File: config.mk
export PLATFORM = sky130hd
export DESIGN_NAME = dss_supervisor
export DESIGN_NICKNAME = d
export VERILOG_FILES = /design/src/rtl/dss_pkg.sv /design/src/rtl/dss_sensor_adjust.sv /design/src/rtl/dss_supervisor.sv
export SDC_FILE = /design/constraint.sdc
export NUM_CORES = 2
export LEC_CHECK = 0
export BUFFER_PORTS_ARGS = -buffer_cell sky130_fd_sc_hd__buf_2
export CAP_MARGIN = 20
export CORE_ASPECT_RATIO = 0.6
export CORE_UTILIZATION = 30
export CTS_BUF_LIST = sky130_fd_sc_hd__clkbuf_8
export DETAILED_ROUTE_END_ITERATION = 7
export PLACE_DENSITY_LB_ADDON = 0.3
export SETUP_SLACK_MARGIN = 0.15
export SYNTH_ARGS = -nofsm -noshare
export SYNTH_HDL_FRONTEND = slang
export SYNTH_SLANG_ARGS = --single-unit
File: constraint.sdc
create_clock -name clk -period 100.3 [get_ports clk]
set_clock_uncertainty 0.2 [all_clocks]
set_input_delay 20.06 -clock clk [delete_from_list [all_inputs] [get_ports clk]]
set_output_delay 20.06 -clock clk [all_outputs]
set_load 0.01 [all_outputs]
File: src/rtl/dss_pkg.sv
// Shared constants, enumerations and carrier structs of the dual sensor supervisor.
`default_nettype none
package dss_pkg;
    localparam int TW = 16;
    localparam int CLK_HZ = 125_000_000;
    localparam int TICK_MS = 500;
    localparam int TICK_CYC = CLK_HZ / 1000 * TICK_MS;
    localparam int PERIOD_S = 60;
    localparam int PERIOD_TICKS = PERIOD_S * 1000 / TICK_MS;
    localparam logic [6:0] PW_NONE = 7'h00;
    localparam logic [6:0] PW_MAX = 7'h77;
    localparam logic [6:0] PW_CONT = 7'h7f;
    localparam logic [15:0] MASTER_PW = 16'h0110;
    localparam int GAIN_FRAC = 14;
    localparam logic signed [31:0] GAIN_UNITY = 32'sh0000_4000;
    localparam logic [7:0] ERR_NONE = 8'h00;
    localparam logic [7:0] ERR_WIRE1 = 8'h01;
    localparam logic [7:0] ERR_SENS2 = 8'h02;
    localparam logic [7:0] ERR_DRIFT = 8'h03;
    localparam logic [7:0] ERR_BOTH = 8'h04;

    typedef enum logic [2:0] {SEL_S1, SEL_S2, SEL_D12, SEL_D21, SEL_AVG, SEL_RED} dss_sel_e;
    typedef enum logic [1:0] {LVL_NORM, LVL_HIGH, LVL_LOW} dss_lvl_e;

    typedef struct packed {
        dss_sel_e outSel;
        logic faultHigh;
        logic [6:0] pulseCode;
        logic driftEn;
        logic mixedPair;
        logic [TW-1:0] driftMax;
        logic [15:0] driftTicks;
    } dss_cfg_s;

    typedef struct packed {
        logic trimLow;
        logic trimHigh;
        logic chan2;
        logic useS1Ref;
        logic signed [TW-1:0] setpoint;
    } dss_trim_s;
endpackage
`default_nettype wire

File: src/rtl/dss_sensor_adjust.sv
// One- and two-point error adjustment of one linearized sensor channel.
`default_nettype none
module dss_sensor_adjust #(
    parameter int W = dss_pkg::TW
) (
    // Clock and reset.
    input wire logic clk,
    input wire logic rstn,
    input wire logic ce,
    // Adjustment commands.
    input wire logic trimLow,
    input wire logic trimHigh,
    input wire logic signed [W-1:0] setpoint,
    // Temperatures.
    input wire logic signed [W-1:0] rawTemp,
    output logic signed [W-1:0] corrTemp
);
    localparam int F = dss_pkg::GAIN_FRAC;
    logic signed [W-1:0] refLow_ff, nxt_refLow;
    logic signed [W-1:0] measLow_ff, nxt_measLow;
    logic signed [31:0] gain_ff, nxt_gain;
    logic signed [W:0] devLow;
    logic signed [W:0] numDiff, denDiff;
    logic signed [W+F:0] num;
    logic signed [W+F:0] quot;
    logic signed [W+32:0] prod;
    logic signed [W+32:0] sum;

    always_comb begin
        // The deviation between setpoint and measurement becomes the offset of the characteristic.
        devLow = (W+1)'(setpoint) - (W+1)'(rawTemp);
        numDiff = (W+1)'(setpoint) - (W+1)'(refLow_ff);
        denDiff = (W+1)'(rawTemp) - (W+1)'(measLow_ff);
        num = (W+F+1)'(numDiff) <<< F;
        quot = (denDiff == '0) ? (W+F+1)'(dss_pkg::GAIN_UNITY) : num / (W+F+1)'(denDiff);
        nxt_refLow = refLow_ff;
        nxt_measLow = measLow_ff;
        nxt_gain = gain_ff;
        if (trimLow) begin
            // One point only shifts the offset and restores unity gradient.
            nxt_refLow = W'((W+1)'(rawTemp) + devLow);
            nxt_measLow = W'(rawTemp);
            nxt_gain = dss_pkg::GAIN_UNITY;
        end else if (trimHigh && denDiff != '0) begin
            // The second point sets the gradient through the stored low point.
            nxt_gain = 32'(quot);
        end
        prod = (W+33)'((W+1)'(rawTemp) - (W+1)'(measLow_ff)) * (W+33)'(gain_ff);
        sum = (W+33)'(refLow_ff) + (prod >>> F);
        corrTemp = W'(sum);
    end

    always_ff @(posedge clk or negedge rstn) begin
        if (!rstn) begin
            refLow_ff <= '0;
            measLow_ff <= '0;
            gain_ff <= dss_pkg::GAIN_UNITY;
        end else if (ce) begin
            refLow_ff <= nxt_refLow;
            measLow_ff <= nxt_measLow;
            gain_ff <= nxt_gain;
        end
    end
endmodule
`default_nettype wire

File: src/rtl/dss_supervisor.sv
// Output selection, failure and drift supervision, alarm pulsing and write protection.
`default_nettype none
// What this block does
// - Redundancy: sensor 1 fails, switch to sensor 2.
// - Sensor 1 failure raises wire-break maintenance diagnostic.
// - Sensor 2 failure raises a diagnostic notification.
// - Redundancy with both healthy outputs the average.
// - Failure drives output to configured fault level.
// - Maintenance condition superimposes pulses at fault level.
// - Pulse width 0.5 to 59.5 s, 0.5 s steps.
// - Continuous level or no pulses also selectable.
// - Pulses repeat every 60 seconds.
// - Output carries exactly one configured value.
// - Drift only with two sensors, supported modes.
// - Drift flagged after deviation persists whole limit.
// - Drift raises maintenance, display letter, error code.
// - Drift uses the same alarm pulse mechanism.
// - Equivalent drift pair averages in redundancy mode.
// - Mixed pair: resistance on channel 1, output it.
// - Adjustment computes setpoint minus measured temperature.
// - One-point adjustment shifts offset only.
// - Two-point adjustment corrects offset and gradient.
// - Sensor 1 as setpoint aligns channel 2.
// - Master password unlocks; any other locks.
module dss_supervisor #(
    parameter int TICK_CYC = dss_pkg::TICK_CYC
) (
    // Clock, reset and freeze.
    input wire logic clk,
    input wire logic rstn,
    input wire logic ce,
    // Sensor measurement channels.
    input wire logic sampleStb,
    input wire logic signed [dss_pkg::TW-1:0] s1Temp,
    input wire logic signed [dss_pkg::TW-1:0] s2Temp,
    input wire logic s1Fail,
    input wire logic s2Fail,
    // Configuration and commands from the host.
    input wire dss_pkg::dss_cfg_s cfg,
    input wire dss_pkg::dss_trim_s trim,
    input wire logic pwStb,
    input wire logic [15:0] pwValue,
    // Loop output.
    output logic signed [dss_pkg::TW-1:0] outTemp_ff,
    output dss_pkg::dss_lvl_e outLevel_ff,
    // Diagnostics.
    output logic maintReq_ff,
    output logic wireBreakDiag_ff,
    output logic sensor2Diag_ff,
    output logic driftFlag_ff,
    output logic dispMaint_ff,
    output logic [7:0] errCode_ff,
    output logic writeProt_ff
);
    localparam int TW = dss_pkg::TW;
    localparam int TCW = $clog2(TICK_CYC);
    localparam logic [TCW-1:0] TICK_LAST = TCW'(TICK_CYC - 1);
    localparam logic [6:0] PHASE_LAST = 7'(dss_pkg::PERIOD_TICKS - 1);

    logic signed [TW-1:0] t1, t2, sp2;
    logic [TCW-1:0] tickCnt_ff, nxt_tickCnt;
    logic tick;
    logic [6:0] phase_ff, nxt_phase;
    logic maintPrev_ff, nxt_maintPrev;
    logic [15:0] driftCnt_ff, nxt_driftCnt;
    logic signed [TW:0] diff12, absDiff;
    logic signed [TW:0] sum12;
    logic signed [TW-1:0] avgVal, selVal;
    logic srcFail, driftOk, overMax, maint, alarmOn, isRed;
    dss_pkg::dss_lvl_e faultLvl;
    logic signed [TW-1:0] nxt_outTemp;
    dss_pkg::dss_lvl_e nxt_outLevel;
    logic nxt_maintReq, nxt_wireBreak, nxt_s2Diag, nxt_drift, nxt_writeProt;
    logic [7:0] nxt_errCode;

    // Channel 2 may be aligned to the corrected sensor 1 value instead of a typed setpoint.
    assign sp2 = trim.useS1Ref ? t1 : trim.setpoint;

    dss_sensor_adjust #(.W(TW)) adj1 (
        .clk(clk),
        .rstn(rstn),
        .ce(ce),
        .trimLow(trim.trimLow && !trim.chan2 && !writeProt_ff),
        .trimHigh(trim.trimHigh && !trim.chan2 && !writeProt_ff),
        .setpoint(trim.setpoint),
        .rawTemp(s1Temp),
        .corrTemp(t1)
    );

    dss_sensor_adjust #(.W(TW)) adj2 (
        .clk(clk),
        .rstn(rstn),
        .ce(ce),
        .trimLow(trim.trimLow && trim.chan2 && !writeProt_ff),
        .trimHigh(trim.trimHigh && trim.chan2 && !writeProt_ff),
        .setpoint(sp2),
        .rawTemp(s2Temp),
        .corrTemp(t2)
    );

    // Free-running half-second tick; one divider serves pulses and drift alike.
    always_comb begin
        tick = (tickCnt_ff == TICK_LAST);
        nxt_tickCnt = tick ? '0 : tickCnt_ff + 1'b1;
    end

    always_ff @(posedge clk or negedge rstn) begin
        if (!rstn) begin
            tickCnt_ff <= '0;
        end else if (ce) begin
            tickCnt_ff <= nxt_tickCnt;
        end
    end

    // Value selection and failure supervision.
    always_comb begin
        isRed = (cfg.outSel == dss_pkg::SEL_RED);
        diff12 = (TW+1)'(t1) - (TW+1)'(t2);
        absDiff = diff12[TW] ? -diff12 : diff12;
        sum12 = (TW+1)'(t1) + (TW+1)'(t2);
        avgVal = TW'(sum12 >>> 1);
        faultLvl = cfg.faultHigh ? dss_pkg::LVL_HIGH : dss_pkg::LVL_LOW;
        selVal = outTemp_ff;
        srcFail = 1'b0;
        unique case (cfg.outSel)
            dss_pkg::SEL_S1: begin
                selVal = t1;
                srcFail = s1Fail;
            end
            dss_pkg::SEL_S2: begin
                selVal = t2;
                srcFail = s2Fail;
            end
            dss_pkg::SEL_D12: begin
                selVal = TW'(diff12);
                srcFail = s1Fail || s2Fail;
            end
            dss_pkg::SEL_D21: begin
                selVal = TW'(-diff12);
                srcFail = s1Fail || s2Fail;
            end
            dss_pkg::SEL_AVG: begin
                selVal = avgVal;
                srcFail = s1Fail || s2Fail;
            end
            dss_pkg::SEL_RED: begin
                // The surviving sensor takes over in the same refresh, so the failed reading is never output.
                if (s1Fail && s2Fail) begin
                    srcFail = 1'b1;
                end else if (s1Fail) begin
                    selVal = t2;
                end else if (s2Fail || cfg.mixedPair) begin
                    selVal = t1;
                end else begin
                    selVal = avgVal;
                end
            end
            default: begin
                srcFail = 1'b1;
            end
        endcase
        nxt_outTemp = sampleStb ? selVal : outTemp_ff;
    end

    // Drift persistence, maintenance state and alarm pulse sequencing.
    always_comb begin
        driftOk = cfg.driftEn && !s1Fail && !s2Fail && (cfg.outSel != dss_pkg::SEL_S1)
                  && (cfg.outSel != dss_pkg::SEL_S2);
        overMax = (absDiff > (TW+1)'(cfg.driftMax));
        nxt_driftCnt = driftCnt_ff;
        if (!driftOk || !overMax) begin
            nxt_driftCnt = '0;
        end else if (tick && driftCnt_ff != 16'hffff) begin
            nxt_driftCnt = driftCnt_ff + 16'h0001;
        end
        nxt_drift = driftOk && overMax && (driftCnt_ff >= cfg.driftTicks);
        maint = (isRed && (s1Fail || s2Fail)) || driftFlag_ff;
        nxt_maintPrev = maint;
        nxt_phase = phase_ff;
        if (maint && !maintPrev_ff) begin
            nxt_phase = '0;
        end else if (tick) begin
            nxt_phase = (phase_ff == PHASE_LAST) ? '0 : phase_ff + 7'h01;
        end
        if (cfg.pulseCode == dss_pkg::PW_NONE) begin
            alarmOn = 1'b0;
        end else if (cfg.pulseCode > dss_pkg::PW_MAX) begin
            alarmOn = 1'b1;
        end else begin
            alarmOn = (phase_ff < cfg.pulseCode);
        end
        if (srcFail) begin
            nxt_outLevel = faultLvl;
        end else if (maint && alarmOn) begin
            nxt_outLevel = faultLvl;
        end else begin
            nxt_outLevel = dss_pkg::LVL_NORM;
        end
        nxt_maintReq = maint;
        nxt_wireBreak = isRed && s1Fail;
        nxt_s2Diag = isRed && s2Fail;
        if (isRed && s1Fail && s2Fail) begin
            nxt_errCode = dss_pkg::ERR_BOTH;
        end else if (nxt_wireBreak) begin
            nxt_errCode = dss_pkg::ERR_WIRE1;
        end else if (nxt_s2Diag) begin
            nxt_errCode = dss_pkg::ERR_SENS2;
        end else if (driftFlag_ff) begin
            nxt_errCode = dss_pkg::ERR_DRIFT;
        end else begin
            nxt_errCode = dss_pkg::ERR_NONE;
        end
        // The master value is fixed in logic, so no store can ever change it.
        nxt_writeProt = writeProt_ff;
        if (pwStb) begin
            nxt_writeProt = (pwValue != dss_pkg::MASTER_PW);
        end
    end

    always_ff @(posedge clk or negedge rstn) begin
        if (!rstn) begin
            outTemp_ff <= '0;
            outLevel_ff <= dss_pkg::LVL_NORM;
            maintReq_ff <= 1'b0;
            wireBreakDiag_ff <= 1'b0;
            sensor2Diag_ff <= 1'b0;
            driftFlag_ff <= 1'b0;
            dispMaint_ff <= 1'b0;
            errCode_ff <= dss_pkg::ERR_NONE;
            writeProt_ff <= 1'b0;
            driftCnt_ff <= '0;
            phase_ff <= '0;
            maintPrev_ff <= 1'b0;
        end else if (ce) begin
            outTemp_ff <= nxt_outTemp;
            outLevel_ff <= nxt_outLevel;
            maintReq_ff <= nxt_maintReq;
            wireBreakDiag_ff <= nxt_wireBreak;
            sensor2Diag_ff <= nxt_s2Diag;
            driftFlag_ff <= nxt_drift;
            dispMaint_ff <= nxt_maintReq;
            errCode_ff <= nxt_errCode;
            writeProt_ff <= nxt_writeProt;
            driftCnt_ff <= nxt_driftCnt;
            phase_ff <= nxt_phase;
            maintPrev_ff <= nxt_maintPrev;
        end
    end
endmodule
`default_nettype wire

==> flow_summary_export.csv <==
group,metric,value,unit
clocking,clockRootBuffer,"clkbuf_8",
setup_path,worst_ep_required_time,100.66,ns
global_routing,met2_usage,31.3,%
die,num_rows,161,
clocking,clk_pin_slew,0.15,ns
synth,synth-edff-count,0,
global_routing,grt_max_degree,91,
synth,synth_common_cells,"nand2_1 (1579), ha_1 (1354), inv_1 (1238), nor2_1 (1023), a21oi_1 (929)",
drt,drt_wl_total,441,mm
synth,avgSynthCellArea,7.30,um2
die,start_util,30.1,%
synth,synth.most_common_cell,"nand2_1",
cells_and_area,fillerInstances,33000,
sta,worst_pin_slew,1.11,ns
sta,slew_headroom,25.6,%
die,die_x,735,um
clocking,cts_tree,"yes",
placed_design,place.port_buffers,146,
synth,yosys_most_used_dff,"dfrtp_1",
die,ios,152,
run_status,status,"completed",
setup_path,slowest_delay,0.57,ns
global_routing,antenna_found_initial,40,
drt,drc,0,
global_routing,use_met3,7.14,%
synth,yosysUniqueCellTypes,112,
run,max_cap_viol_count,0,
global_routing,grt_pass1_vias,104000,
worst_hold_path,hold_path.class,"reg -> reg",
sta,hold_violations,0,
synth,netlist_instances,13300,
die,die_area,325000,um2
global_routing,track_usage,25.9,%
drt,via_per_inst,5.25,
sta,slew_violations,0,
synth,ys_warn_count,0,
clocking,clockBufferDepth,2,
clocking,clock-sinks,199,
global_routing,grt_use_met1,43.9,%
die,core-area,321000,um2
global_routing,grt_overflow,0,
clocking,cts_buffers,17,
sta,setup_tns,0,ns
synth,yosysTopAreaCell,"ha_1",
synth,async_reset_ff_share,100,%
cells_and_area,stdcell_count,21600,
synth,syn_area,96700,um2
setup_path,crit_top_cell,"buf_4",
clocking,hold_buffers,0,
setup_path,critical_path_class,"in -> reg",
drt,routedWlPerCell,20.4,um
drt,dr.first_iter.drc_count,12100,
setup_path,startpoint_type,"input port",
drt,num_vias,113000,
setup_path,slowest_stage,"or4_4",
sta,period_share,97.3,%
global_routing,grt_pass1_wl,654,mm
sta,period_needed,97.63,ns
placed_design,dpl.hpwl,367,mm
synth,synth_seq_cells,199,
global_routing,grt-busiest-layer,"met1",
synth,synth.top_cell.area_share,17.5,%
cells_and_area,syn_to_final_growth,41.6,%
placed_design,dp_cells,21400,
die,die_h,442,um
clocking,clk-insertion-delay-late,0.68,ns
cells_and_area,multi_input_area,89900,um2
drt,first_pass_iters,8,
cells_and_area,regArea,4980,um2
synth,ys_seq_area_share,5.15,%
cells_and_area,final_nets,19300,
setup_path,critical_path_arrival,97.99,ns
clocking,cts_max_level,4,
placed_design,gp_congestion,1.00,
sta,max_freq,10.2,MHz
synth,synth_area_leaders,"ha_1 (18%), fa_1 (12%), xnor2_1 (6.3%)",
sta,setup_viol,0,
drt,ant_nets,0,
setup_path,worstPathMaxFanout,21,
cells_and_area,drive_above_1_share,30.0,%
setup_path,critPathCaptureType,"register",
## repair_timing
action                     4_1_cts  5_1_grt
setup endpoints to repair       56       60
hold endpoints to repair         0        0
cloned                           0        2
pin swaps                       17      309
buffers inserted                 5      127
gates resized for setup         80      648
## registers in the layout (all words and copies together), names as in the netlist, 2 cells and up
register / cells
driftCnt_ff: 16
tickCnt_ff: 26
adj2.gain_ff: 30
adj1.refLow_ff: 16
outLevel_ff: 2
adj2.measLow_ff: 16
errCode_ff: 3
adj1.gain_ff: 30
outTemp_ff: 16
phase_ff: 7
adj2.refLow_ff: 16
adj1.measLow_ff: 16
## final cells by class
cell class | count | area share [%]
Clock inverter | 15 | 0.134
Sequential cell | 199 | 3.64
Clock buffer | 17 | 0.171
Inverter | 1242 | 3.41
Tap cell | 4319 | 3.95
Multi-Input combinational cell | 11600 | 65.7
Timing Repair Buffer | 4185 | 22.9
Antenna cell | 27 | 0.0494
## routing by layer
layer | up-vias | wire length (um)
li1 | 54600 | -
met1 | 53400 | 232000
met2 | 4856 | 151000
met3 | 279 | 52900
met4 | 0 | 5070
met5 | - | 0
## worst paths after layout
check / slack [ns] / to / start / cells past startpoint
min in group asynchronous: 19.18 / writeProt_ff / rstn / 1
min reg2reg: 0.29 / outTemp_ff[3] / outTemp_ff[3] / 2
max reg2reg: 21.82 / adj2.gain_ff[10] / adj1.measLow_ff[1] / 406
max: 2.67 / adj2.gain_ff[10] / s1Temp[8] / 407
min: 0.29 / outTemp_ff[3] / outTemp_ff[3] / 2
max in group asynchronous: 79.22 / adj1.measLow_ff[5] / rstn / 2
## critical path: cells and delay by family
kind                       cells  cell delay [ns]
adders and majority gates     42            13.70
buffers and inverters         52             7.70
xor gates and xnor gates       3             0.62
and+or+nand+nor              102            17.25
muxes                          6             1.63
AOI/OAI and AO/OA            202            36.76
## per-stage QoR
step	hold WS [ns]	setup slack [ns]	cell area (um2)	util [%]
2_1_floorplan	0.242	0.129	98000	-
3_3_place_gp	0.258	-0.814	132000	41.2
3_5_place_dp	0.264	-2.88	132000	41.2
4_1_cts	0.299	0.177	133000	41.5
5_1_grt	0.316	-0.575	137000	42.7
6_report	0.294	2.67	137000	42.7
## logic make-up after synthesis
logic type	synth area share, %
fa+ha+maj	29.7
other cells	0.00777
mux	2.13
simple gates	21.7
compound gates	25.8
buf+inv	6.65
xor+xnor	8.90
flops	5.15
## cell usage in the layout (no fill, tap or decap), types with 463 or more instances in the layout
cell type,n
xnor2_1,671
nor2_1,974
ha_1,1321
a21o_1,463
o21ai_0,672
fa_1,580
buf_4,3980
inv_1,1233
a21oi_1,818
nand2_1,1560
Power is left out: the tool's default activity adds up to more than one toggle a clock period on the data nets, which glitch-free logic cannot reach.
